[config.mk]
export PLATFORM = sky130hd
export DESIGN_NAME = two_trip_fault_tracker
export DESIGN_NICKNAME = d
export VERILOG_FILES = /design/src/design/fault_trip_tracker.v /design/src/design/two_trip_fault_tracker.v
export VERILOG_INCLUDE_DIRS = /design/src /design/src/design
export SDC_FILE = /design/constraint.sdc
export NUM_CORES = 1
export LEC_CHECK = 0
export BUFFER_PORTS_ARGS = -buffer_cell sky130_fd_sc_hd__buf_4
export CAP_MARGIN = 20
export CORE_ASPECT_RATIO = 1.4
export CORE_MARGIN = 10
export CORE_UTILIZATION = 56
export CTS_CLUSTER_DIAMETER = 120
export DETAILED_ROUTE_END_ITERATION = 12
export GPL_TIMING_DRIVEN = 0
export PLACE_DENSITY = 0.77
export SLEW_MARGIN = 5
export SYNTH_ARGS = -nofsm -noshare
export SYNTH_HDL_FRONTEND = slang
export SYNTH_SLANG_ARGS = --single-unit
[constraint.sdc]
create_clock -name clk -period 5.7 [get_ports clk]
set_clock_uncertainty 0.05 [all_clocks]
set_input_delay 0.285 -clock clk [delete_from_list [all_inputs] [get_ports clk]]
set_output_delay 0.285 -clock clk [all_outputs]
set_load 0.02 [all_outputs]
[src/design/fault_tracker_defines.vh]
// Constants for the two-trip fault tracker: channel layout, thresholds,
// condition windows and reset values. Assumes every includer is Verilog-2005 or SystemVerilog.
`ifndef FAULT_TRACKER_DEFINES_VH
`define FAULT_TRACKER_DEFINES_VH

// Channel layout
`define N_FAULTS           4
`define CH_IDX_W           2
// Set bit = misfire or fuel-injection class channel
`define INJ_CLASS_MASK     4'h3

// Field widths
`define RPM_W              16
`define LOAD_W             8
`define TEMP_W             8
`define CNT_W              7
`define REL_W              2
`define DIST_W             16

// Drive-cycle thresholds
`define LAMP_RELEASE_TRIPS 2'h3
`define AGING_TRIPS        7'h28
`define SIMILAR_TRIPS      7'h50

// Similar-conditions window
`define RPM_WINDOW         16'h0177
`define LOAD_TOL_DIV       12'h00a
// Coolant is carried as degrees C plus 40; split point 70 C
`define COOLANT_OFFSET     8'h28
`define COOLANT_SPLIT      8'h6e

// Reset values and distance ceiling
`define CNT_RST            7'h00
`define REL_RST            2'h0
`define DIST_RST           16'h0000
`define DIST_MAX           16'hffff
`define RPM_RST            16'h0000
`define LOAD_RST           8'h00
`define TEMP_RST           8'h00

`endif

[src/design/fault_trip_tracker.v]
// One malfunction's pending/confirmed bookkeeping and its aging counter.
// Assumes all inputs come from logic on clk; trip_end is a one-cycle pulse.
`include "fault_tracker_defines.vh"
`default_nettype none

module fault_trip_tracker (
  // Clock and reset
  input  wire             clk,
  input  wire             reset,
  // Trip events
  input  wire             trip_end,
  input  wire             detect,
  input  wire             test_ok,
  input  wire             full_monitor,
  input  wire             aging_ok,
  input  wire             similar_ok,
  input  wire             erase,
  input  wire             inj_class,
  // Record state
  output wire             pending,
  output wire             pending_visible,
  output wire             pend_snap_valid,
  output wire             confirmed,
  output wire             confirmed_visible,
  output wire             first_hit,
  output wire             confirm_hit,
  output wire             detected_trip,
  output wire [`CNT_W-1:0] trip_count
);

  reg              det_ff;
  reg              ok_ff;
  reg              pend_ff;
  reg              psnap_ff;
  reg              hide_ff;
  reg              conf_ff;
  reg [`CNT_W-1:0] cnt_ff;

  wire             det_now = det_ff | detect;
  wire             ok_now  = ok_ff | test_ok;
  wire [`CNT_W-1:0] limit  = inj_class ? `SIMILAR_TRIPS : `AGING_TRIPS;
  wire             qualify = inj_class ? similar_ok : aging_ok;

  assign pending           = pend_ff;
  assign pending_visible   = pend_ff & ~hide_ff;
  assign pend_snap_valid   = psnap_ff;
  assign confirmed         = conf_ff;
  assign confirmed_visible = conf_ff & (cnt_ff < limit);
  assign first_hit         = trip_end & det_now & ~pend_ff;
  assign confirm_hit       = trip_end & det_now & pend_ff;
  assign detected_trip     = det_now;
  assign trip_count        = cnt_ff;

  always @(posedge clk) begin
    if (reset || erase) begin
      det_ff   <= 1'b0;
      ok_ff    <= 1'b0;
      pend_ff  <= 1'b0;
      psnap_ff <= 1'b0;
      hide_ff  <= 1'b0;
      conf_ff  <= 1'b0;
      cnt_ff   <= `CNT_RST;
    end else if (trip_end) begin
      det_ff <= 1'b0;
      ok_ff  <= 1'b0;
      if (det_now) begin
        cnt_ff  <= `CNT_RST;
        hide_ff <= 1'b0;
        if (pend_ff) begin
          conf_ff  <= 1'b1;
          psnap_ff <= 1'b0;
        end else begin
          pend_ff  <= 1'b1;
          psnap_ff <= 1'b1;
        end
      end else begin
        if (conf_ff && qualify && cnt_ff < limit) begin
          cnt_ff <= cnt_ff + 7'h01;
        end
        if (inj_class && conf_ff && similar_ok) begin
          pend_ff <= 1'b0;
        end
        if (!inj_class && full_monitor) begin
          pend_ff  <= 1'b0;
          psnap_ff <= 1'b0;
        end
        if (inj_class && ok_now) begin
          pend_ff  <= 1'b0;
          psnap_ff <= 1'b0;
        end
        if (pend_ff && ok_now) begin
          hide_ff <= 1'b1;
        end
      end
    end else begin
      det_ff <= det_ff | detect;
      ok_ff  <= ok_ff | test_ok;
      if (inj_class && test_ok && !det_now) begin
        pend_ff  <= 1'b0;
        psnap_ff <= 1'b0;
      end
    end
  end

endmodule

`default_nettype wire

[src/design/two_trip_fault_tracker.v]
// Top of the two-trip fault tracker: per-fault trackers, snapshots,
// similar-conditions check, lamp release, erase and scan-tool read port.
// Assumes every input comes from diagnostic logic on clk, not from pins.
`include "fault_tracker_defines.vh"
`default_nettype none

module two_trip_fault_tracker (
  // Clock and reset
  input  wire                 clk,
  input  wire                 reset,
  // Trip events
  input  wire                 trip_end,
  input  wire                 full_monitor,
  input  wire                 aging_ok,
  input  wire [`N_FAULTS-1:0] fault_detect,
  input  wire [`N_FAULTS-1:0] test_ok,
  // Live operating conditions
  input  wire                 cond_valid,
  input  wire [`RPM_W-1:0]    engine_rpm,
  input  wire [`LOAD_W-1:0]   calc_load,
  input  wire [`TEMP_W-1:0]   coolant_temp,
  // Distance and erase
  input  wire                 dist_tick,
  input  wire                 erase_cmd,
  // Scan-tool read port
  input  wire [`CH_IDX_W-1:0] rd_sel,
  output reg                  rd_pending,
  output reg                  rd_confirmed,
  output reg                  rd_stored,
  output reg  [`CNT_W-1:0]    rd_trip_count,
  output reg  [`RPM_W-1:0]    rd_snap_rpm,
  output reg  [`LOAD_W-1:0]   rd_snap_load,
  output reg  [`TEMP_W-1:0]   rd_snap_temp,
  // Lamp and summary
  output reg                  fault_lamp,
  output reg  [`REL_W-1:0]    lamp_release_count,
  output reg                  readiness,
  output reg  [`DIST_W-1:0]   lamp_distance,
  output reg  [`N_FAULTS-1:0] pending_mask,
  output reg  [`N_FAULTS-1:0] confirmed_mask
);

  // Snapshot memories
  reg  [`RPM_W-1:0]  prpm_ff  [0:`N_FAULTS-1];
  reg  [`LOAD_W-1:0] pload_ff [0:`N_FAULTS-1];
  reg  [`TEMP_W-1:0] ptemp_ff [0:`N_FAULTS-1];
  reg  [`RPM_W-1:0]  crpm_ff  [0:`N_FAULTS-1];
  reg  [`LOAD_W-1:0] cload_ff [0:`N_FAULTS-1];
  reg  [`TEMP_W-1:0] ctemp_ff [0:`N_FAULTS-1];

  // Per-trip similar-conditions latch
  reg  [`N_FAULTS-1:0] sim_ff;
  reg  [`N_FAULTS-1:0] nxt_sim;

  // Lamp bookkeeping
  reg  [`REL_W-1:0]    nxt_release;
  reg                  nxt_lamp;

  // Tracker results
  wire [`N_FAULTS-1:0] pend;
  wire [`N_FAULTS-1:0] pend_vis;
  wire [`N_FAULTS-1:0] psnap_vld;
  wire [`N_FAULTS-1:0] conf;
  wire [`N_FAULTS-1:0] conf_vis;
  wire [`N_FAULTS-1:0] first_hit;
  wire [`N_FAULTS-1:0] confirm_hit;
  wire [`N_FAULTS-1:0] det_trip;
  wire [`N_FAULTS-1:0] sim_match;
  wire [`N_FAULTS-1:0] sim_now;
  wire [`N_FAULTS*`CNT_W-1:0] cnt_flat;

  wire [`N_FAULTS-1:0] inj_mask = `INJ_CLASS_MASK;
  wire                 any_det  = |det_trip;
  wire                 any_conf = |confirm_hit;
  wire                 live_cold = coolant_temp < `COOLANT_SPLIT;

  integer i;
  integer j;

  genvar g;
  generate
    for (g = 0; g < `N_FAULTS; g = g + 1) begin : ch
      wire [`RPM_W-1:0]  rpm_diff;
      wire [`LOAD_W-1:0] load_diff;
      wire [11:0]        load_scaled;
      wire               rpm_ok;
      wire               load_ok;
      wire               temp_ok;

      // Absolute differences against the confirmed snapshot
      assign rpm_diff    = (engine_rpm >= crpm_ff[g]) ? (engine_rpm - crpm_ff[g]) :
                                                        (crpm_ff[g] - engine_rpm);
      assign load_diff   = (calc_load >= cload_ff[g]) ? (calc_load - cload_ff[g]) :
                                                        (cload_ff[g] - calc_load);
      assign load_scaled = {4'h0, load_diff} * `LOAD_TOL_DIV;
      assign rpm_ok      = rpm_diff <= `RPM_WINDOW;
      assign load_ok     = load_scaled <= {4'h0, cload_ff[g]};
      assign temp_ok     = live_cold == (ctemp_ff[g] < `COOLANT_SPLIT);
      assign sim_match[g] = conf[g] & rpm_ok & load_ok & temp_ok;
      assign sim_now[g]   = sim_ff[g] | (cond_valid & sim_match[g]);

      fault_trip_tracker u_trk (
        .clk               (clk),
        .reset             (reset),
        .trip_end          (trip_end),
        .detect            (fault_detect[g]),
        .test_ok           (test_ok[g]),
        .full_monitor      (full_monitor),
        .aging_ok          (aging_ok),
        .similar_ok        (sim_now[g]),
        .erase             (erase_cmd),
        .inj_class         (inj_mask[g]),
        .pending           (pend[g]),
        .pending_visible   (pend_vis[g]),
        .pend_snap_valid   (psnap_vld[g]),
        .confirmed         (conf[g]),
        .confirmed_visible (conf_vis[g]),
        .first_hit         (first_hit[g]),
        .confirm_hit       (confirm_hit[g]),
        .detected_trip     (det_trip[g]),
        .trip_count        (cnt_flat[g*`CNT_W +: `CNT_W])
      );
    end
  endgenerate

  // Similar-conditions latch: any matching sample in the trip counts
  always @* begin
    nxt_sim = sim_ff;
    for (j = 0; j < `N_FAULTS; j = j + 1) begin
      if (trip_end) begin
        nxt_sim[j] = 1'b0;
      end else if (cond_valid && sim_match[j]) begin
        nxt_sim[j] = 1'b1;
      end
    end
  end

  always @(posedge clk) begin
    if (reset || erase_cmd) begin
      sim_ff <= {`N_FAULTS{1'b0}};
    end else begin
      sim_ff <= nxt_sim;
    end
  end

  // Snapshot capture; hidden confirmed snapshots are kept
  always @(posedge clk) begin
    for (i = 0; i < `N_FAULTS; i = i + 1) begin
      if (reset || erase_cmd) begin
        prpm_ff[i]  <= `RPM_RST;
        pload_ff[i] <= `LOAD_RST;
        ptemp_ff[i] <= `TEMP_RST;
        crpm_ff[i]  <= `RPM_RST;
        cload_ff[i] <= `LOAD_RST;
        ctemp_ff[i] <= `TEMP_RST;
      end else begin
        if (first_hit[i]) begin
          prpm_ff[i]  <= engine_rpm;
          pload_ff[i] <= calc_load;
          ptemp_ff[i] <= coolant_temp;
        end
        if (confirm_hit[i]) begin
          crpm_ff[i]  <= engine_rpm;
          cload_ff[i] <= calc_load;
          ctemp_ff[i] <= coolant_temp;
        end
      end
    end
  end

  // Lamp-release counter and lamp
  always @* begin
    nxt_release = lamp_release_count;
    nxt_lamp    = fault_lamp;
    if (trip_end) begin
      if (any_det) begin
        nxt_release = `REL_RST;
      end else if (full_monitor && lamp_release_count < `LAMP_RELEASE_TRIPS) begin
        nxt_release = lamp_release_count + 2'h1;
      end
    end
    if (any_conf) begin
      nxt_lamp = 1'b1;
    end else if (nxt_release == `LAMP_RELEASE_TRIPS) begin
      nxt_lamp = 1'b0;
    end
  end

  always @(posedge clk) begin
    if (reset || erase_cmd) begin
      lamp_release_count <= `REL_RST;
      fault_lamp         <= 1'b0;
    end else begin
      lamp_release_count <= nxt_release;
      fault_lamp         <= nxt_lamp;
    end
  end

  // Readiness and lamp-on distance
  always @(posedge clk) begin
    if (reset || erase_cmd) begin
      readiness     <= 1'b0;
      lamp_distance <= `DIST_RST;
    end else begin
      if (trip_end && full_monitor) begin
        readiness <= 1'b1;
      end
      if (dist_tick && fault_lamp && lamp_distance != `DIST_MAX) begin
        lamp_distance <= lamp_distance + 16'h0001;
      end
    end
  end

  // Scan-tool view, registered every cycle
  always @(posedge clk) begin
    if (reset) begin
      rd_pending     <= 1'b0;
      rd_confirmed   <= 1'b0;
      rd_stored      <= 1'b0;
      rd_trip_count  <= `CNT_RST;
      rd_snap_rpm    <= `RPM_RST;
      rd_snap_load   <= `LOAD_RST;
      rd_snap_temp   <= `TEMP_RST;
      pending_mask   <= {`N_FAULTS{1'b0}};
      confirmed_mask <= {`N_FAULTS{1'b0}};
    end else begin
      rd_pending     <= pend_vis[rd_sel];
      rd_confirmed   <= conf_vis[rd_sel];
      rd_stored      <= conf[rd_sel];
      rd_trip_count  <= cnt_flat[rd_sel*`CNT_W +: `CNT_W];
      pending_mask   <= pend_vis;
      confirmed_mask <= conf_vis;
      if (conf_vis[rd_sel]) begin
        rd_snap_rpm  <= crpm_ff[rd_sel];
        rd_snap_load <= cload_ff[rd_sel];
        rd_snap_temp <= ctemp_ff[rd_sel];
      end else if (psnap_vld[rd_sel]) begin
        rd_snap_rpm  <= prpm_ff[rd_sel];
        rd_snap_load <= pload_ff[rd_sel];
        rd_snap_temp <= ptemp_ff[rd_sel];
      end else begin
        rd_snap_rpm  <= `RPM_RST;
        rd_snap_load <= `LOAD_RST;
        rd_snap_temp <= `TEMP_RST;
      end
    end
  end

endmodule

`default_nettype wire

==> results.txt, run 1 <==
Critical Path Max Stage Delay = 510 ps
Clk pwr share = 0.348
Die Ht = 251.5 um
gpl congestion = 0.9536
post-synthesis async set-or-reset flop share = 0
layout cells sized above 1 = 0.1800
Max Cap Viol = 0
Finish-stage setup viols = 17
TritonCTS Buffers = 36
Hold WS = 38.88 ps
clock-pin slew on the worst setup and hold paths = 70 ps
hold path depth = 3
drt wl/cell = 24.63 um
warnings from Yosys = 0
total nets after synthesis = 2175
Worst Reg-to-Reg Cells = 24
Cell Int Power = 5.222 mW
reg-to-reg slack, setup = -690 ps
DR top layer = met4
failing checks = setup timing
switch share = 0.2835
final period utilization = 1.121
crit path launch type = flip-flop
CORE AREA = 0.03773 mm2
worst skew pair latency = 540 ps
n_diodes = 0
worst r2r dst = ch[0].u_trk.trip_count[4]
Final min period = 6390 ps
die width = 185.4 um
Post-route DRC = 0
Comb power frac = 0.227
Power Total = 7.288 mW
post-DR vias/cell = 6.591
Primary FF master, synth = edfxtp_1
Syn Area/Cell = 10.82 um2
kind of critical path = reg -> reg
root buffer cell = clkbuf_16
largest net degree at the start of global routing = 34
cells along the critical path = ha_2, inv_2, fa_2, a21o_1, a211o_1, a311oi_4, buf_12, mux2i_1, xnor2_1, ha_1, ha_1, a21o_1, a21oi_2, xnor2_2, ha_1, nand4_1, or4_4, a2111oi_4, o2111ai_2, o41ai_4, buf_6, nand3_2, or4_1, a31oi_1
Max FO, Critical Path = 8
unrepaired setup endpoints after global routing = yes
first-pass GRT wire length = 101.8 mm
RR Startpoint = cload_ff[0][0]
Setup WS post-layout = -690.0 ps
WL met3 = 5.406 mm
synth unique cells = 79
top-level I/O count = 120
Buffers on Ports = 115
cells after synthesis = 1981
Max-Slew Margin vs Limit = 0.2764
TritonCTS clock tree = done
critical path's slowest cell = a2111oi_4
Mapped Area = 0.02144 mm2
nature of the critical path endpoint = flip-flop
PwrDens = 289.8 mW/mm2
hold crit path type = in -> reg
GR Util All Layers = 0.2801
die area = 0.04661 mm2
worst hold endpoint = ch[3].u_trk.ok_ff
Final Hold Vio Count = 0
ANT nets after route = 0
Routed WL = 66.26 mm
NumNets Final = 2385
Final Max Tran Viols = 0
first-pass detailed-route iteration total = 6
worst-case clock buffer depth = 3
Seq pwr share = 0.425
most used cell, CP = ha_1
CTS Sinks = 380
fmax = 156.5 MHz
leakage = 9.678 nW
Starting Density = 0.5681
most frequent cells in the layout = edfxtp_1, buf_4, a21oi_1, dfxtp_1, ha_1
Post-synth EDFFs = 256
Core Rows = 84
Synth Register Bits = 380
status = finished with violations
Vias = 17730
hold path startpoint = test_ok[3]
vias in the first global route = 18310
met1 WL = 22.49 mm
Layout area overhead = 17.35%
Max IR drop VDD = 0.0002330 V
post-DP HPWL = 49.35 mm
Seq/Total Area, Yosys = 0.4744
Layout fillers = 2803
commonest non-fill, non-tap cell in the layout = edfxtp_1
number of H-tree levels = 2
1st-iter DRT viols = 1739
sw power = 2.066 mW
crit path DAT = 6810 ps
initial antenna violation count = 1
met2 wire length = 33.60 mm
Least-Margin Pin Slew = 1085 ps
WP data required = 6120 ps
total gr overflow = 0
[layout make-up]
cell class	count	area (um2)	area share
multi-input combinational	1362	10770	0.4281
buffer	126	500.5	0.01990
clock inverter	14	180.2	0.007163
timing repair buffer	175	1480	0.05884
tap	473	591.8	0.02353
sequential	380	10170	0.4043
clock buffer	50	1047	0.04163
inverter	110	415.4	0.01651
[sequential cells by signal, summed over array words and instances (netlist names), 16 cells and up]
signal               flops
crpm_ff                 64
prpm_ff                 64
cload_ff                32
ctemp_ff                32
pload_ff                32
ptemp_ff                32
ch.u_trk.trip_count     28
lamp_distance           16
rd_snap_rpm             16
[Yosys cell counts (all sizes together) (6+ instances only)]
master | instances | area, um2
a21oi | 133 | 665.6
nor3b | 6 | 45.04
nand4 | 20 | 125.1
nor4 | 95 | 594.3
mux2i | 23 | 230.2
xnor2 | 34 | 297.8
nand2b | 8 | 50.05
nor3 | 100 | 500.5
or4 | 6 | 45.04
nand3b | 11 | 82.58
and3 | 25 | 156.4
a2111oi | 7 | 80.08
and2 | 87 | 544.3
nor2b | 18 | 112.6
clkinv | 22 | 82.58
edfxtp | 256 | 7687
inv | 88 | 330.3
nor2 | 99 | 371.6
a221oi | 7 | 61.31
xor2 | 26 | 227.7
dfxtp | 124 | 2482
nand3 | 57 | 290.3
o21bai | 11 | 82.58
o21a | 9 | 67.56
a211oi | 10 | 75.07
or3 | 8 | 50.05
o21ai | 63 | 315.3
ha | 134 | 1677
nand2 | 123 | 461.7
a21o | 33 | 247.7
clkbuf | 114 | 427.9
a31oi | 24 | 150.1
mux4 | 73 | 1644
fa | 10 | 200.2
or2 | 14 | 87.58
buf | 15 | 68.82
o211ai | 10 | 75.07
[timing repair]
| item | in CTS | in global routing |
|---|---|---|
| hold endpoints to repair | 4 | 0 |
| pin swaps | 46 | 31 |
| resized for setup | 51 | 21 |
| setup buffers | 34 | 11 |
| endpoints found under the setup margin | 18 | 18 |
| hold buffers | 4 | 0 |
[critical path: cells and delay by family (launching register included)]
kind | cells | cell delay (ps)
buf+inv | 3 | 420
xor+xnor | 2 | 290
mux | 1 | 230
flops | 1 | 430
compound gates | 9 | 2360
simple gates | 4 | 1050
fa+ha+maj | 5 | 1500
[kinds of logic (layout without fill, tap and decap cells)]
logic type	Yosys count	count (layout)	synth area share
and+or+nand+nor	693	693	0.1706
adders and majority gates	144	144	0.08756
AOI/OAI and AO/OA	365	365	0.1110
xor gates and xnor gates	60	60	0.02452
buffers and inverters	239	475	0.04244
muxes	100	100	0.08954
DFF	380	380	0.4744
[worst max path at each step]
| stage | from | end | depth (start not counted) |
|---|---|---|---|
| global route | cload_ff[0][0] | ch[0].u_trk.trip_count[4] | 26 |
| global placement | calc_load[5] | ch[1].u_trk.trip_count[2] | 29 |
| finish | cload_ff[0][0] | ch[0].u_trk.trip_count[4] | 24 |
| detailed placement | calc_load[1] | ch[0].u_trk.trip_count[4] | 23 |
| floorplan | cload_ff[0][0] | ch[0].u_trk.trip_count[4] | 24 |
| CTS | cload_ff[0][0] | ch[0].u_trk.trip_count[4] | 25 |
[power groups by stage]
| stage | combinational, mW | sequential (mW) | clock (mW) |
|---|---|---|---|
| detailed placement | 1.42 | 3.16 | 0 |
| CTS | 1.56 | 3.10 | 2.54 |
| finish | 1.65 | 3.10 | 2.54 |
| global placement | 1.34 | 3.16 | 0 |
| global route | 1.80 | 3.11 | 2.63 |
| floorplan | 0.993 | 3.15 | 0 |
[metrics by stage]
stage | utilization | setup slack [ps] | instance area (um2) | cells | TNS (ps)
detailed placement | 0.6134 | -1485 | 23140 | 2576 | -22560
global route | 0.6667 | -911.3 | 25150 | 2690 | -12190
floorplan | - | -64.92 | 21500 | 1981 | -155.1
CTS | 0.6603 | -580.8 | 24910 | 2677 | -6386
finish | 0.6667 | -690.0 | 25150 | 2690 | -8060
global placement | 0.6085 | -3635 | 22960 | 2569 | -44030
[routing by layer]
metal,vias to the layer above,global-route usage
met5,-,0
li1,7845,-
met1,8497,0.2968
met4,0,0.1876
met3,315,0.05207
met2,1073,0.4942
No activity file was read; power rests on OpenSTA's default activity.
==> run 2, diff against run 1 <==
--- a/config.mk
+++ b/config.mk
@@ -8,13 +8,13 @@
 export LEC_CHECK = 0
 export BUFFER_PORTS_ARGS = -buffer_cell sky130_fd_sc_hd__buf_4
 export CAP_MARGIN = 20
-export CORE_ASPECT_RATIO = 1.4
+export CORE_ASPECT_RATIO = 0.5
 export CORE_MARGIN = 10
-export CORE_UTILIZATION = 56
+export CORE_UTILIZATION = 60
 export CTS_CLUSTER_DIAMETER = 120
 export DETAILED_ROUTE_END_ITERATION = 12
 export GPL_TIMING_DRIVEN = 0
-export PLACE_DENSITY = 0.77
+export PLACE_DENSITY = 0.79
 export SLEW_MARGIN = 5
 export SYNTH_ARGS = -nofsm -noshare
 export SYNTH_HDL_FRONTEND = slang
==> constraint.sdc (replaced) <==
create_clock -name clk -period 7.41 [get_ports clk]
set_clock_uncertainty 0.05 [all_clocks]
set_input_delay 0.3705 -clock clk [delete_from_list [all_inputs] [get_ports clk]]
set_output_delay 0.3705 -clock clk [all_outputs]
set_load 0.02 [all_outputs]
==> run 2 against run 1 <==
  * The flow now finishes without violations
  * Count of clock-buffer cells in the layout rose by 5
  * Die area down 5.3%
  * First-iteration DRC count rose by 30%
  * Flip-flop and latch count stayed put
  * Largest power group unchanged
==> results.txt, run 2 (synthesis gave the netlist of run 1 again) <==
status = finished clean
NumNets Final = 2337 (-2.0%)
Layout fillers = 2528 (-9.8%)
Finish-stage setup viols = 0 (-17)
post-DP HPWL = 46.04 mm (-6.7%)
number of H-tree levels = 2 (unchanged)
drt wl/cell = 23.53 um (-4.5%)
1st-iter DRT viols = 2264 (+30%)
worst-case clock buffer depth = 3 (unchanged)
Setup crit start = cload_ff[0][0]
vias in the first global route = 17070 (-6.8%)
first-pass GRT wire length = 96.05 mm (-5.6%)
most frequent cells in the layout = edfxtp_1, ha_1, a21oi_1, clkbuf_1, dfxtp_1
Final Max Tran Viols = 0 (unchanged)
Starting Density = 0.6154 (+0.04726)
Vias = 17410 (-1.8%)
unrepaired setup endpoints after global routing = no
Post-route DRC = 0 (unchanged)
Max IR drop VDD = 0.0001631 V (-30%)
TritonCTS clock tree = done
Core Util, Final = 0.6982 (+0.03150)
FF/Latch Area = 0.01017 mm2 (unchanged)
GRT met2 Usage = 0.4362 (-0.05799)
clock-pin slew on the worst setup and hold paths = 70 ps (about the same)
met3 usage in global routing = 0.07695 (+0.02487)
hold crit path type = in -> reg
die width = 287.3 um (+55%)
root buffer cell = clkbuf_16
hold path startpoint = test_ok[1]
Buffers on Ports = 115 (unchanged)
hold_buf cts = 0 (-4)
Max-Slew Margin vs Limit = 0.2850 (+0.008614)
gpl congestion = 0.9697 (+1.7%)
CORE AREA = 0.03483 mm2 (-7.7%)
Max Cap Viol = 0 (unchanged)
final period utilization = 0.9325 (-0.1886)
crit path launch type = flip-flop
Die Ht = 153.7 um (-39%)
top-level I/O count = 120 (unchanged)
GR peak layer = met2
Routed WL = 62.29 mm (-6.0%)
Power Total = 5.371 mW (-26%)
kind of critical path = reg -> reg
leakage = 9.351 nW (-3.4%)
largest net degree at the start of global routing = 34 (unchanged)
layout cells sized above 1 = 0.1363 (-0.04363)
ANT nets after route = 0 (unchanged)
met1 usage = 0.3624 (+0.06568)
die area = 0.04414 mm2 (-5.3%)
Final min period = 6910 ps (+519.8 ps)
Final Hold Vio Count = 0 (unchanged)
commonest non-fill, non-tap cell in the layout = edfxtp_1
Core Rows = 48 (-43%)
WP data required = 7800 ps (+1680 ps)
Least-Margin Pin Slew = 1064 ps (-21.11 ps)
TritonCTS Buffers = 36 (unchanged)
crit path DAT = 7300 ps (+490 ps)
post-route cell area = 0.02432 mm2 (-3.3%)
Hold WS = 20.93 ps (-17.95 ps)
fmax = 144.7 MHz (-7.5%)
initial antenna violation count = 2 (+1)
post-DR vias/cell = 6.579 (-0.19%)
area of the multi-input gates = 0.01043 mm2 (-3.2%)
largest registers = crpm_ff: 64 flops, prpm_ff: 64 flops
first-pass detailed-route iteration total = 5 (-1)
total gr overflow = 0 (unchanged)
CTS Sinks = 380 (unchanged)
RR Startpoint = cload_ff[0][0]
DP Area = 0.02306 mm2 (-0.35%)
GR Util All Layers = 0.2749 (-0.005180)
nature of the critical path endpoint = flip-flop
Max FO, Critical Path = 10 (+2)
worst skew pair latency = 540 ps (about the same)
Layout area overhead = 13.45%
PwrDens = 220.9 mW/mm2 (-24%)
[run 2: changes by cell type in the layout (fill, tap and decap cells not counted), moves of 5 or more]
cell / before / now
ha_2: 5 / 0
ha_4: 7 / 0
a21oi_1: 126 / 133
a21oi_2: 6 / 0
o21ai_1: 8 / 1
clkbuf_1: 119 / 127
buf_4: 151 / 116
o21ai_0: 50 / 58
ha_1: 122 / 134
buf_6: 11 / 1
[run 2: path summary, 6_finish.rpt]
check	end	slack, ps	cells after the start
worst max-delay path	ch[0].u_trk.trip_count[4]	500	25
worst min-delay path	ch[1].u_trk.pend_snap_valid	20	2
worst max register to register	ch[0].u_trk.trip_count[4]	500	25
worst min register to register	ch[2].u_trk.hide_ff	410	2
[run 2: final cells by class]
cell class	instances	area share
Inverter	110	0.01698
Buffer	129	0.02048
Clock buffer	55	0.04250
Tap cell	475	0.02444
Multi-Input combinational cell	1362	0.4288
Timing Repair Buffer	124	0.04167
Antenna cell	1	0.0001029
Clock inverter	11	0.006894
Sequential cell	380	0.4182
[run 2: power by group]
part	leakage, nW	switching, mW	internal, mW
Clock	0.581	0.801	1.11
Combinational	4.89	0.656	0.417
Sequential	3.88	0.0429	2.35
Total	9.35	1.50	3.87
[run 2: timing repair]
| action | in CTS | in global routing |
|---|---|---|
| setup buffers | 0 | 2 |
| gates resized for setup | 1 | 4 |
| endpoints found under the setup margin | 7 | 13 |
| pin swaps | 0 | 2 |
| cloned | 0 | 0 |
| hold endpoints to repair | 0 | 0 |
[run 2: routing by layer]
| layer | wire [um] | part of all wire |
|---|---|---|
| met2 | 28030 | 0.45 |
| met3 | 8391 | 0.13 |
| met5 | 13 | 0.00021 |
| met4 | 1819 | 0.029 |
| met1 | 24030 | 0.39 |
[run 2: stage by stage]
| stage | cells | setup slack, ps | TNS [ps] |
|---|---|---|---|
| final | 2647 | 500.3 | 0 |
| after global routing | 2646 | 42.35 | 0 |
| after CTS | 2643 | 0.1918 | 0 |
| after detailed placement | 2577 | -674.5 | -4280 |
| after global placement | 2571 | -763.4 | -5065 |
| after floorplan | 1981 | 1248 | 0 |
[run 2: worst max-delay path, cell delays in order (launching register included)]
cell and delay (ps):
edfxtp_1 460, ha_1 220, inv_1 60, fa_1 380
a21o_1 180, a211o_1 330, a311oi_4 570, mux2i_1 330
o21ai_0 110, nand2_1 70, nand2_1 60, xor2_1 210
ha_1 270, ha_1 340, a21oi_1 170, xnor2_1 100
ha_1 320, nand4_1 120, or4_1 580, a2111oi_4 480
o2111ai_2 200, o41ai_4 370, buf_12 180, nand3_2 80
or4_1 400, a31oi_1 180
==> run 3, diff against run 2 <==
--- a/config.mk
+++ b/config.mk
@@ -15,6 +15,8 @@
 export DETAILED_ROUTE_END_ITERATION = 12
 export GPL_TIMING_DRIVEN = 0
 export PLACE_DENSITY = 0.79
+export REMOVE_ABC_BUFFERS = 1
+export SETUP_SLACK_MARGIN = 0.02
 export SLEW_MARGIN = 5
 export SYNTH_ARGS = -nofsm -noshare
 export SYNTH_HDL_FRONTEND = slang
==> run 3 against run 2 <==
  * Hold slack improved by 10 ps
  * Non-clock buffer count is 101 lower
  * First-iteration DRC count down 28%
  * Flip-flop and latch count unchanged
  * Wire length decreased by 5.7%
  * Register-to-register slack worse by 130 ps
==> results.txt, run 3 (synthesis gave the netlist of run 1 again) <==
Max-Slew Margin vs Limit = 0.3584 (+0.07340)
number of H-tree levels = 2 (unchanged)
worst hold endpoint = readiness
post-DR vias/cell = 6.558 (-0.31%)
hold path depth = 3 (+1)
met1 WL = 22.93 mm (-4.6%)
Routed WL = 58.73 mm (-5.7%)
clock-pin slew on the worst setup and hold paths = 70 ps (about the same)
Max IR drop VDD = 0.0001378 V (-15%)
WP buf/inv = 3 (+1)
post-DP HPWL = 39.49 mm (-14%)
leakage = 9.423 nW (+0.77%)
nature of the critical path endpoint = flip-flop
CORE AREA = 0.03483 mm2 (unchanged)
Layout area overhead = 13.50% (about the same)
CTS Sinks = 380 (unchanged)
kind of critical path = reg -> reg
Final Max Tran Viols = 0 (unchanged)
WL met3 = 5.513 mm (-34%)
final period utilization = 0.9498 (+0.01727)
vias in the first global route = 16640 (-2.5%)
DP Area = 0.02301 mm2 (-0.23%)
drt wl/cell = 23.07 um (-1.9%)
most frequent cells in the layout = edfxtp_1, ha_1, a21oi_1, buf_4, dfxtp_1
DR top layer = met4
Buffers on Ports = 119 (+3.5%)
commonest non-fill, non-tap cell in the layout = edfxtp_1
post-route cell area = 0.02433 mm2 (about the same)
initial antenna violation count = 0 (-2)
NumNets Final = 2236 (-4.3%)
hold crit path type = in -> reg
Layout fillers = 2524 (-0.16%)
layout cells sized above 1 = 0.1614 (+0.02501)
TNS Setup = 0 ps (unchanged)
Hold WS = 31.21 ps (+10.28 ps)
worst skew pair latency = 550 ps (about the same)
Die Ht = 153.7 um (unchanged)
ANT nets after route = 0 (unchanged)
Max Cap Viol = 0 (unchanged)
first-pass detailed-route iteration total = 6 (+1)
largest net degree at the start of global routing = 77 (+130%)
crit path launch type = flip-flop
TritonCTS Buffers = 36 (unchanged)
met2 wire length = 28.30 mm (+0.95%)
crit path DAT = 7430 ps (+130 ps)
Core Util, Final = 0.6984 (about the same)
1st-iter DRT viols = 1631 (-28%)
die area = 0.04414 mm2 (unchanged)
n_diodes = 0 (-1)
Least-Margin Pin Slew = 962.4 ps (-101.9 ps)
Finish-stage setup viols = 0 (unchanged)
status = finished clean
gpl congestion = 0.9335 (-3.7%)
Starting Density = 0.6154 (unchanged)
worst r2r dst = ch[0].u_trk.trip_count[5]
Post-route DRC = 0 (unchanged)
first-pass GRT wire length = 92.48 mm (-3.7%)
WP data required = 7800 ps (about the same)
Core Rows = 48 (unchanged)
Critical Path Max Stage Delay = 590 ps (about the same)
TritonCTS clock tree = done
root buffer cell = clkbuf_16
critical path's slowest cell = or4_1
Final min period = 7038 ps (+128.0 ps)
CP delay by family, top = compound AO/OA/AOI/OAI gates
Final Hold Vio Count = 0 (unchanged)
most used cell, CP = ha_1
Worst Reg-to-Reg Cells = 25 (unchanged)
worst-case clock buffer depth = 3 (unchanged)
largest registers = crpm_ff: 64 flops, prpm_ff: 64 flops
hold path startpoint = full_monitor
total gr overflow = 0 (unchanged)
GR Util All Layers = 0.2604 (-0.01459)
die width = 287.3 um (unchanged)
fmax = 142.1 MHz (-1.8%)
Power Total = 5.371 mW (about the same)
reg-to-reg slack, setup = 370 ps (-130 ps)
Vias = 16690 (-4.2%)
PwrDens = 220.8 mW/mm2 (about the same)
RR Startpoint = cload_ff[0][0]
top-level I/O count = 120 (unchanged)
Max FO, Critical Path = 7 (-3)
-- run 3: cell types whose count changed in the layout (fill, tap and decap cells not counted), sizes merged, moves of 2 or more --
cell      change
buf          +13
bufinv        -3
clkbuf      -117
clkinv        +5
clkinvlp      +2
inv           -2
-- run 3: per-layer routing --
layer / up-vias / global-route usage
met5: - / 0
met4: 0 / 0.09630
met3: 159 / 0.04708
met2: 913 / 0.4391
met1: 8103 / 0.3314
li1: 7516 / -
-- run 3: stage by stage --
stage / setup slack (ps) / instances
after global placement: -2323 / 2446
after detailed placement: -410.7 / 2470
after CTS: 120.2 / 2539
final: 372.3 / 2545
after global routing: -24.01 / 2545
after floorplan: 926.1 / 1852
-- run 3: final cells by class --
cell class	instances	area (um2)	area share
Clock inverter	13	110.1	0.004526
Inverter	110	412.9	0.01697
Tap cell	475	594.3	0.02443
Sequential cell	380	10170	0.4182
Timing Repair Buffer	152	1461	0.06007
Clock buffer	53	1100	0.04521
Multi-Input combinational cell	1362	10480	0.4306
-- run 3: worst min-delay path, stage by stage --
cell and delay, ps:
buf_4 90, a21oi_1 60, nor2_1 80
-- run 3: power by group --
part	internal [mW]	switching, mW	total [mW]
Combinational	0.436	0.639	1.08
Sequential	2.34	0.0483	2.39
Clock	1.07	0.828	1.90
-- run 3: worst max-delay path by stage --
stage,to,cells past startpoint,startpoint,slack (ps)
floorplan,ch[1].u_trk.trip_count[4],27,calc_load[0],930
global placement,ch[1].u_trk.trip_count[3],28,calc_load[0],-2320
detailed placement,ch[1].u_trk.trip_count[3],30,calc_load[0],-410
CTS,ch[1].u_trk.trip_count[3],27,cload_ff[1][1],120
global route,ch[1].u_trk.trip_count[3],27,cload_ff[1][1],-20
finish,ch[0].u_trk.trip_count[5],25,cload_ff[0][0],370
-- run 3: timing repair --
item	4_1_cts	5_1_grt
hold buffers	1	0
pin swaps	1	3
setup endpoints to repair	5	15
setup buffers	2	3
gates resized for setup	1	4
hold endpoints to repair	1	0
